==> src/hw/host_port_pkg.sv <==
// constants and carrier types of the dual-channel host bus port
// What this block does
// read strobe fall starts a read of the indexed register; byte driven out.
// host captures read data at the read strobe rising edge.
// write strobe fall starts a write; byte loaded at its rising edge.
// transfers happen only while chip select is asserted.
// channel pick low routes to channel B, high to channel A.
// alternate function bit 0 makes writes reach both channels.
// each channel irq output is high while that channel requests service.
// each channel has an active-low transmitter-ready output from its tx state.
// data bus is eight bits wide and bidirectional.
// three index lines select one register of the addressed channel.
// data bus driven only while chip select and read strobe are asserted.
package host_port_pkg;
   localparam int DATA_W  = 8;
   localparam int INDEX_W = 3;
   // index of the alternate function register; its bit 0 is the broadcast
   localparam logic [INDEX_W-1:0] ALT_FUNC_INDEX = 3'h2;
   localparam int BCAST_BIT = 0;
   localparam logic PICK_A = 1'h1;

   // one access handed to a channel's register file
   typedef struct packed {
      logic               wr_a;
      logic               wr_b;
      logic [INDEX_W-1:0] index;
      logic [DATA_W-1:0]  data;
   } reg_write_t;

   typedef struct packed {
      logic               rd_a;
      logic               rd_b;
      logic [INDEX_W-1:0] index;
   } reg_read_t;
endpackage

==> src/hw/host_bus_port.sv <==
// strobe-timed parallel host port routing accesses to two uart channels
`timescale 1ns/100ps
module host_bus_port
   import host_port_pkg::*;
(
   input  wire logic               clk_i,            // 100 MHz clock
   input  wire logic               rst_n_i,          // async reset, low
   input  wire logic               chip_sel_n_i,     // chip select, low
   input  wire logic               channel_pick_i,   // 1 = A, 0 = B
   input  wire logic               read_strobe_n_i,  // read strobe, low
   input  wire logic               write_strobe_n_i, // write strobe, low
   input  wire logic [INDEX_W-1:0] reg_index_i,      // register index
   input  wire logic [DATA_W-1:0]  data_i,           // data bus in
   output logic      [DATA_W-1:0]  data_o,           // data bus out
   output logic                    data_oe_o,        // data bus enable
   input  wire logic               alt_bcast_i,      // alt function bit 0
   output reg_read_t               rd_req_o,         // read start pulse
   input  wire logic [DATA_W-1:0]  chan_a_rdata_i,   // channel A read data
   input  wire logic [DATA_W-1:0]  chan_b_rdata_i,   // channel B read data
   output reg_write_t              wr_req_o,         // write pulse
   input  wire logic               chan_a_pend_i,    // channel A pending
   input  wire logic               chan_b_pend_i,    // channel B pending
   input  wire logic               chan_a_tx_room_i, // channel A tx room
   input  wire logic               chan_b_tx_room_i, // channel B tx room
   output logic                    chan_a_irq_o,     // channel A irq
   output logic                    chan_b_irq_o,     // channel B irq
   output logic                    chan_a_tx_ready_n_o, // A tx ready, low
   output logic                    chan_b_tx_ready_n_o  // B tx ready, low
);

   // ------------------------------------------------------------------
   // pin synchronisers
   // ------------------------------------------------------------------
   // bit layout: cs_n, pick, rd_n, wr_n, index, data
   localparam int PIN_W = 4 + INDEX_W + DATA_W;
   typedef logic [PIN_W-1:0] pins_t;

   pins_t sync1_ff, sync2_ff, nxt_sync1, nxt_sync2;
   logic  rd_n_d_ff, wr_n_d_ff, nxt_rd_n_d, nxt_wr_n_d;

   always_comb begin
      nxt_sync1 = {chip_sel_n_i, channel_pick_i, read_strobe_n_i,
                   write_strobe_n_i, reg_index_i, data_i};
      nxt_sync2 = sync1_ff;
      nxt_rd_n_d = sync2_ff[PIN_W-3];
      nxt_wr_n_d = sync2_ff[PIN_W-4];
   end

   always_ff @(posedge clk_i or negedge rst_n_i) begin
      if (!rst_n_i) begin
         sync1_ff  <= '1;
         sync2_ff  <= '1;
         rd_n_d_ff <= 1'h1;
         wr_n_d_ff <= 1'h1;
      end else begin
         sync1_ff  <= nxt_sync1;
         sync2_ff  <= nxt_sync2;
         rd_n_d_ff <= nxt_rd_n_d;
         wr_n_d_ff <= nxt_wr_n_d;
      end
   end

   logic               cs_n_s, pick_s, rd_n_s, wr_n_s;
   logic [INDEX_W-1:0] index_s;
   logic [DATA_W-1:0]  data_s;
   assign {cs_n_s, pick_s, rd_n_s, wr_n_s, index_s, data_s} = sync2_ff;

   // ------------------------------------------------------------------
   // strobe edges and channel routing
   // ------------------------------------------------------------------
   // which channels an access reaches; bit 0 is channel A, bit 1 channel B.
   // broadcast only ever widens a selected access, never one without cs
   function automatic logic [1:0] route(input logic cs_n,
                                        input logic pick,
                                        input logic bcast);
      logic [1:0] hit;
      hit = 2'h0;
      if (!cs_n) begin
         hit[0] = (pick == PICK_A) | bcast;
         hit[1] = (pick != PICK_A) | bcast;
      end
      return hit;
   endfunction

   logic rd_fall, wr_rise;
   assign rd_fall = rd_n_d_ff & ~rd_n_s;
   assign wr_rise = ~wr_n_d_ff & wr_n_s;

   // ------------------------------------------------------------------
   // read path
   // ------------------------------------------------------------------
   // the phase remembers which channel feeds the byte while the strobe
   // stays low, so a register that changes mid-strobe is still reflected
   typedef enum logic [2:0] {
      RD_IDLE = 3'b001,
      RD_CH_A = 3'b010,
      RD_CH_B = 3'b100
   } rd_phase_t;

   reg_read_t         rd_ff, nxt_rd;
   rd_phase_t         rd_phase_ff, nxt_rd_phase;
   logic [1:0]        rd_hit;
   logic [DATA_W-1:0] rdata_ff, nxt_rdata;

   always_comb begin
      nxt_rd       = '0;
      nxt_rd_phase = rd_phase_ff;
      rd_hit       = route(cs_n_s, pick_s, 1'h0);
      // reads never broadcast: one byte can only come from one channel
      if (rd_fall && (rd_hit != 2'h0)) begin
         nxt_rd.rd_a  = rd_hit[0];
         nxt_rd.rd_b  = rd_hit[1];
         nxt_rd.index = index_s;
         nxt_rd_phase = rd_hit[0] ? RD_CH_A : RD_CH_B;
      end else if (rd_n_s || cs_n_s) begin
         nxt_rd_phase = RD_IDLE;
      end
   end

   always_comb begin
      nxt_rdata = rdata_ff;
      unique case (rd_phase_ff)
         RD_IDLE: nxt_rdata = rdata_ff;
         RD_CH_A: nxt_rdata = chan_a_rdata_i;
         RD_CH_B: nxt_rdata = chan_b_rdata_i;
      endcase
   end

   always_ff @(posedge clk_i or negedge rst_n_i) begin
      if (!rst_n_i) begin
         rd_ff       <= '0;
         rd_phase_ff <= RD_IDLE;
         rdata_ff    <= '0;
      end else begin
         rd_ff       <= nxt_rd;
         rd_phase_ff <= nxt_rd_phase;
         rdata_ff    <= nxt_rdata;
      end
   end

   // ------------------------------------------------------------------
   // write path
   // ------------------------------------------------------------------
   // data taken at the rising edge; cs must still be low there, so a
   // select that drops before the strobe cancels the write
   reg_write_t wr_ff, nxt_wr;
   logic [1:0] wr_hit;

   always_comb begin
      nxt_wr = '0;
      wr_hit = route(cs_n_s, pick_s, alt_bcast_i);
      if (wr_rise && (wr_hit != 2'h0)) begin
         nxt_wr.wr_a  = wr_hit[0];
         nxt_wr.wr_b  = wr_hit[1];
         nxt_wr.index = index_s;
         nxt_wr.data  = data_s;
      end
   end

   always_ff @(posedge clk_i or negedge rst_n_i) begin
      if (!rst_n_i) begin
         wr_ff <= '0;
      end else begin
         wr_ff <= nxt_wr;
      end
   end

   assign rd_req_o  = rd_ff;
   assign wr_req_o  = wr_ff;
   assign data_o    = rdata_ff;
   // enable from raw pins: sync delay would drive past the strobe end
   assign data_oe_o = ~chip_sel_n_i & ~read_strobe_n_i;

   // ------------------------------------------------------------------
   // per-channel status outputs
   // ------------------------------------------------------------------
   logic [1:0] irq_ff, nxt_irq, txr_n_ff, nxt_txr_n;

   always_comb begin
      nxt_irq   = {chan_b_pend_i, chan_a_pend_i};
      nxt_txr_n = ~{chan_b_tx_room_i, chan_a_tx_room_i};
   end

   always_ff @(posedge clk_i or negedge rst_n_i) begin
      if (!rst_n_i) begin
         irq_ff   <= 2'h0;
         txr_n_ff <= 2'h3;
      end else begin
         irq_ff   <= nxt_irq;
         txr_n_ff <= nxt_txr_n;
      end
   end

   assign chan_a_irq_o        = irq_ff[0];
   assign chan_b_irq_o        = irq_ff[1];
   assign chan_a_tx_ready_n_o = txr_n_ff[0];
   assign chan_b_tx_ready_n_o = txr_n_ff[1];

endmodule

==> config.mk <==
export PLATFORM = sky130hd
export DESIGN_NAME = host_bus_port
export DESIGN_NICKNAME = d
export VERILOG_FILES = /design/src/hw/host_port_pkg.sv /design/src/hw/host_bus_port.sv
export SDC_FILE = /design/constraint.sdc
export NUM_CORES = 1
export LEC_CHECK = 0
export BUFFER_PORTS_ARGS = -buffer_cell sky130_fd_sc_hd__buf_4
export CAP_MARGIN = 20
export CORE_ASPECT_RATIO = 0.6
export CORE_MARGIN = 10
export CORE_UTILIZATION = 40
export CTS_CLUSTER_SIZE = 16
export DETAILED_ROUTE_END_ITERATION = 10
export PLACE_DENSITY = 0.74
export SKIP_CTS_REPAIR_TIMING = 1
export SLEW_MARGIN = 0
export SYNTH_ARGS = -nofsm -noshare
export SYNTH_HDL_FRONTEND = slang
export SYNTH_SLANG_ARGS = --single-unit
==> constraint.sdc <==
create_clock -name clk_i -period 2 [get_ports clk_i]
set_input_delay 0.1 -clock clk_i [delete_from_list [all_inputs] [get_ports clk_i]]
set_output_delay 0.1 -clock clk_i [all_outputs]
set_load 0.01 [all_outputs]
# After elaboration in Yosys (flattened, before gate mapping)
# Cells that the tools add are included.
# totals
memories,0
ff_bits,65
romBits,0
out_inout_bits,31
latchBits,0
ram_bits,0
elab_cells,43
input_bits,38
# classes
order_cmp,0
muxes,8
bitwise,11
shifts,0
n_eq_ne,3
n_addsub,0
multipliers,0
n_reduce_logical,6
div_mod_pow,0
# ops
op,n
8-bit case mux with 2 select lines,1
13-bit 2-to-1 mux,1
3-bit 2-to-1 mux,3
2-bit nonzero test,3
5-bit 2-to-1 mux,1
1-bit inverter,5
2-bit 2-to-1 mux,2
1-bit bitwise AND,3
"3-bit by 1-bit == test with 1-bit output, second input constant",1
"3-bit by 2-bit == test with 1-bit output, second input constant",1
"3-bit == test, second input constant",1
1-bit logical AND,2
2-bit inverter,1
1-bit OR,2
1-bit logical OR,1

# Logic depth before layout (Yosys ltp)
# Gate-level depths: netlist (run 1).
# depth
word_depth,6
ltp_mapped,4

# Least setup slack after synthesis (run 1)
# OpenSTA, ideal clock, no wires.
# synth_path
path_kind,reg2reg
start,register rd_phase_ff[0]
end,"register rdata_ff[0], in the netlist data_o[0]"
path_stages_with_launch,5
period_less_slack_ns,1.115
setup_ns,0.124
setup_slack_ns,0.885
path_buffers,1
arrival_time_ns,0.991
t_required_ns,1.876
path_cell_list,dfstp_2 nor2b_1 buf_4 o21bai_4 o2bb2ai_1
# synth_between
elab_chain_cells,2
word_cells_on_any_way,4
# synth_rtl
item,line,text
"start, declared",host_bus_port.sv:101,"rd_phase_t rd_phase_ff, nxt_rd_phase;"
"start signal, assigned",host_bus_port.sv:136,rd_phase_ff <= nxt_rd_phase;
3-bit == test / 3-bit by 2-bit == test with 1-bit output (equally long branches),host_bus_port.sv:122,unique case (rd_phase_ff)
8-bit case mux with 2 select lines,host_bus_port.sv:122,
"end signal, assigned",host_bus_port.sv:137,rdata_ff <= nxt_rdata;
"end, declared",host_bus_port.sv:103,"logic [DATA_W-1:0] rdata_ff, nxt_rdata;"
# Several ways; a longest one is shown, not always the timed one.
# A chain may end at the register's enable or synchronous reset.

# Final worst setup path (run 1)
# layout_path
start,register rd_phase_ff[0]
end,"register rdata_ff[2], in the netlist data_o[2]"
# Same word-level chain as after synthesis.

==> reports/results.ini, run 1 <==
[status]
status=finished, final reports clean

[power]
p_clk_frac=0.337
switching_power_mw=0.5905
worst_ir_drop_vdd_v=0.0004102
pwr-share-comb=0.115
powerDensity_mw_per_mm2=871.1
swShare=0.2203
seq_power_share=0.547
power_leakage_nw=1.452
internal_power_mw=2.090

[yosys]
synth_xor_area_frac=0
synth_compound_area_frac=0.08217
synth_nets=162
synth_area_leader_cell=dfstp_2
synth_cell_types=19
yosys.area_share.simple=0.07304
synth_top_cells_by_area=dfstp_2, dfrtp_1, o2bb2ai_1
synth_area_mm2=0.002056
synthCells=124
ys_seq_elements=65
synth_top_family_by_area=compound AO/OA/AOI/OAI gates
muxShareOfSynthArea=0.009738
yosys_warnings=0
yosysTopAreaCellShare=0.4474
yosysSeqAreaShare=0.8125
synth_fa_ha_area_frac=0
synth_area_per_cell_um2=16.58

[cells_and_area]
final_util=0.6148
seqCellArea_mm2=0.001670
syn2layout_area_growth_pct=49.67
drive_above_1_share=0.5000
finish.net_count=267
multi_input_area_um2=339.1
antenna_cells=0
fill_cells=411

[setup_path]
rrSetupSlack_ns=0.74
worstSetupEndpointType=flop
r2r_start=rd_phase_ff[0]
cp.required_ns=2.24
crit_chain=nor2b_1, buf_4, o21bai_4, o2bb2ai_1
critPathArrivalTime_ns=1.51
worst_path_max_delay_cell=dfstp_2
max_stage_delay_ns=0.55
worst-path-stages=4
crit_family=flip-flops
rr_endpoint=data_o[2]
critPathKind=flop to flop
r2r_cells=4
cp-start-kind=flop
crit_buf_inv=1
cp_max_fo=9

[clock_network]
cts_buffers=9
clockBufferDepth=2
cts_tree=built
clk_latency_ns=0.33
cts.clk_slew.worst_paths_ns=0.07
htreeDepth=3
cts.sinks=65
clock-root-buffer=clkbuf_8

[sta]
hold_viol_final=0
skew_ns=0.007691
setup_viol=0
grt_setup_unrepaired=false
worst_slew_pin_slew_ns=0.7476
max_slew_margin=0.5016
setup_ws_ns=0.7370
fmax_ghz=0.7917
drv_slew=0
finalSetupTns_ns=0
min_period_ns=1.263
final.period_utilization=0.6315

[detailed_routing]
via_per_inst=4.420
vias=1326
finalWirelength_um=4626
detail_route.iter0.violations=42
wl_per_cell_um=15.42
ant_nets=0
drc=0
drt_first_pass_iters=4

[grt]
overflow=0
grt_first_pass_wirelength_um=6568
grt_usage=0.1027
grt_max_degree=66
antenna_found_initial=0
first_global_vias=1358

[placement]
gp_congestion=0.7880
portBuffers=68
place_ws_ns=0.7705
dp_hpwl_um=3035

[min_path]
hold_end=data_o[7]
whs_path_depth=3
hold_start=chan_b_rdata_i[7]
min_path_type=input port to flop

[floorplan]
die_w_um=112.6
die_area_mm2=0.008501
rows=20
initial_core_util=0.4108
boundaryPins=69
dieHeight_um=75.53
core_area_mm2=0.005005

[run]
cap_violations=0

registers in the layout, indices dropped and copies added, names as in the netlist:
signal       flops
data_o           8
rd_phase_ff      3
wr_req_o        13
rd_n_d_ff        1
sync2_ff        15
irq_ff           2
nxt_sync2       15
txr_n_ff         2
rd_req_o         5
wr_n_d_ff        1
cell usage after synthesis:
cell type	n
nor2_1	8
a22oi_1	8
o21ai_1	1
and2_1	8
inv_1	5
a211oi_1	2
dfstp_2	35
nor2_2	1
clkbuf_1	1
buf_4	1
o21bai_4	1
nor3_1	4
mux2i_1	2
o2bb2ai_1	8
dfrtp_1	30
buf_2	1
buf_6	1
nand2b_1	5
nor2b_1	2
logic make-up (layout without fill, tap and decap cells):
family | after synthesis | in the layout
simple gates | 28 | 28
compound gates | 20 | 20
mux | 2 | 2
buf+inv | 9 | 119
flops | 65 | 65
stage by stage:
stage               std cells  total power [mW]  hold WS [ns]  area [um^2]
floorplan                 124             1.570       -0.1956         2056
global placement          256             1.746        0.2087         2636
detailed placement        256             1.751        0.2095         2636
CTS                       272             2.669       -0.1396         2796
global route              300             2.807       0.06662         3077
finish                    300             2.680       0.08557         3077
area by class of cell:
cell class / count / share of cell area
Clock buffer: 16 / 0.05205
Inverter: 5 / 0.006100
Multi-Input combinational cell: 50 / 0.1102
Sequential cell: 65 / 0.5429
Tap cell: 66 / 0.02684
Timing Repair Buffer: 98 / 0.2619
layout by cell type (no fill, tap or decap):
cell type      instances
buf_4                 70
nor2b_1                2
nor2_1                 8
and2_1                 8
a22oi_1                8
dfrtp_1               30
o2bb2ai_1              8
o21bai_4               1
inv_1                  5
mux2i_1                2
a211oi_1               2
nor2_2                 1
o21ai_1                1
clkbuf_8              10
dlygate4sd3_1         28
dfstp_2               35
clkbuf_1               6
nand2b_1               5
nor3_1                 4
routing by layer:
| layer | GRT usage | up-vias | wire length, um |
|---|---|---|---|
| li1 | - | 626 | - |
| met5 | 0 | - | 0 |
| met3 | 0.05267 | 2 | 226 |
| met4 | 0.05322 | 0 | 41 |
| met2 | 0.1762 | 35 | 2620 |
| met1 | 0.1030 | 663 | 1738 |
tightest hold or removal path: stages:
cell	delay, ns
buf_4	0.08
a22oi_1	0.06
o2bb2ai_1	0.14
how the worst max path moves through the flow:
stage / slack, ns / startpoint / end
2_1_floorplan: 0.88 / rd_phase_ff[0] / data_o[0]
3_3_place_gp: 0.79 / rd_phase_ff[0] / data_o[0]
3_5_place_dp: 0.77 / rd_phase_ff[0] / data_o[0]
4_1_cts: 0.75 / rd_phase_ff[0] / data_o[0]
5_1_grt: 0.68 / rd_phase_ff[0] / data_o[1]
6_report: 0.74 / rd_phase_ff[0] / data_o[2]
power by group through the flow:
stage / sequential [mW] / combinational [mW] / clock (mW)
floorplan: 1.50 / 0.0717 / 0
global placement: 1.48 / 0.262 / 0
detailed placement: 1.49 / 0.265 / 0
CTS: 1.47 / 0.266 / 0.937
global route: 1.47 / 0.335 / 0.998
finish: 1.47 / 0.309 / 0.905
(Power assumes the default switching activity.)
==> run 2, diff against run 1 <==
PLACE_DENSITY = 0.76   (was 0.74)
clock period = 1 ns   (was 2 ns; I/O delays follow)
==> reports/results.ini, run 2 (synthesis results as in run 1) <==
[status]
status=finished, violations left
failed_checks=negative setup slack

[detailed_routing]
wl_per_cell_um=16.28  ; +5.6%
via_per_inst=4.469  ; +1.1%
detail_route.iter0.violations=106  ; +150%
drt_first_pass_iters=4  ; unchanged
vias=1390  ; +4.8%
ant_nets=0  ; unchanged
finalWirelength_um=5063  ; +9.4%
drc=0  ; unchanged

[power]
powerDensity_mw_per_mm2=1758  ; +100%
power_leakage_nw=1.560  ; +7.5%
worst_ir_drop_vdd_v=0.001136  ; +180%

[sta]
worst_slew_pin_slew_ns=0.2937  ; -0.4539 ns
setup_viol=13  ; +13
final.period_utilization=1.236  ; +0.6041
max_slew_margin=0.8042  ; +0.3026
drv_slew=0  ; unchanged
setup_ws_ns=-0.2356  ; -0.9726 ns
fmax_ghz=0.8093  ; +2.2%
grt_setup_unrepaired=true
hold_viol_final=0  ; unchanged
skew_ns=0.003522  ; -0.004168 ns
min_period_ns=1.236  ; -0.02742 ns

[grt]
grt_first_pass_wirelength_um=7162  ; +9.0%
grt_max_degree=27  ; -59%
grt_usage=0.1121  ; +0.009442
overflow=0  ; unchanged
first_global_vias=1389  ; +2.3%
antenna_found_initial=0  ; unchanged

[setup_path]
worst_path_max_delay_cell=dfstp_2
crit_chain=buf_4, nor2b_4, o21bai_4, o2bb2ai_1
cp_max_fo=9  ; unchanged
cp-start-kind=flop
critPathArrivalTime_ns=1.49  ; -0.02 ns
cp.required_ns=1.25  ; -0.99 ns
critPathKind=flop to flop
worstSetupEndpointType=flop
crit_family=flip-flops
crit_buf_inv=1  ; unchanged
max_stage_delay_ns=0.54  ; about the same

[cells_and_area]
finish.net_count=278  ; +4.1%
final_area_mm2=0.003279  ; +6.6%
final_cell_mix=buf_4, dfstp_2, dfrtp_1
fill_cells=350  ; -15%
final_common_cell=buf_4
antenna_cells=0  ; unchanged
syn2layout_area_growth_pct=59.53
final_cell_count_no_fill=311  ; +3.7%
drive_above_1_share=0.5714  ; +0.07143

[floorplan]
rows=20  ; unchanged
dieHeight_um=75.53  ; unchanged
boundaryPins=69  ; unchanged
die_w_um=112.6  ; unchanged
initial_core_util=0.4108  ; unchanged
die_area_mm2=0.008501  ; unchanged
core_area_mm2=0.005005  ; unchanged

[placement]
post_dp_cell_area_mm2=0.002709  ; +2.8%
gp_congestion=0.7793  ; -1.1%
dp_hpwl_um=3367  ; +11%
dp.cells=263  ; +2.7%
portBuffers=68  ; unchanged

[clock_network]
cts.sinks=65  ; unchanged
cts_buffers=9  ; unchanged
clk_latency_ns=0.33  ; about the same
cts.clk_slew.worst_paths_ns=0.07  ; about the same
clock-root-buffer=clkbuf_8
clockBufferDepth=2  ; unchanged
cts_tree=built
htreeDepth=3  ; unchanged

[run]
cap_violations=0  ; unchanged

[min_path]
min_path_type=input port to flop

-- run 2: worst reg2reg max path: cells and delay by family (launching register included) --
| kind | cells | cell delay [ns] |
|---|---|---|
| AO/OA/AOI/OAI | 2 | 0.42 |
| buffers and inverters | 1 | 0.12 |
| flip-flops | 1 | 0.54 |
| AND/OR/NAND/NOR | 1 | 0.07 |
-- run 2: final timing paths --
path | startpoint | to | slack (ns) | depth (start not counted)
setup / recovery | rd_phase_ff[0] | data_o[0] | -0.24 | 4
hold reg to reg | nxt_sync2[12] | sync2_ff[12] | 0.35 | 0
setup reg to reg | rd_phase_ff[0] | data_o[0] | -0.24 | 4
min in group asynchronous | rst_n_i | data_o[1] | 0.14 | 2
hold / removal | alt_bcast_i | wr_req_o[11] | 0.02 | 3
max in group asynchronous | rst_n_i | nxt_sync2[10] | 0.34 | 3
-- run 2: power breakdown --
group | internal [mW] | switching (mW)
Combinational | 0.411 | 0.301
Sequential | 2.85 | 0.0827
Clock | 1.21 | 0.909
Total | 4.47 | 1.29
-- run 2: cell type report --
class / count / area (um^2) / area share
sequential: 65 / 1670 / 0.5093
timing repair buffer: 109 / 917.1 / 0.2797
multi-input combinational: 50 / 401.6 / 0.1225
clock buffer: 13 / 148.9 / 0.04540
tap: 66 / 82.58 / 0.02518
clock inverter: 3 / 40.04 / 0.01221
inverter: 5 / 18.77 / 0.005723
-- run 2: metal layers --
metal | routed length (um) | GRT usage | vias up
met5 | 0 | 0 | -
met4 | 87 | 0.05462 | 0
met3 | 310 | 0.05818 | 9
met2 | 2763 | 0.1838 | 35
met1 | 1903 | 0.1197 | 695
li1 | - | - | 651
-- run 2: through the flow --
| stage | hold slack, ns | setup slack [ns] | util | setup TNS, ns | power (mW) |
|---|---|---|---|---|---|
| after floorplan | -0.2456 | -0.1152 | - | -0.9217 | 3.144 |
| after global placement | -0.05595 | -0.3778 | 0.5413 | -3.816 | 3.522 |
| after detailed placement | -0.04719 | -0.4426 | 0.5413 | -4.268 | 3.545 |
| after CTS | -0.4152 | -0.4538 | 0.5790 | -4.638 | 5.686 |
| after global routing | 0.009318 | -0.2760 | 0.6553 | -2.876 | 6.031 |
| final | 0.02472 | -0.2356 | 0.6553 | -1.721 | 5.767 |
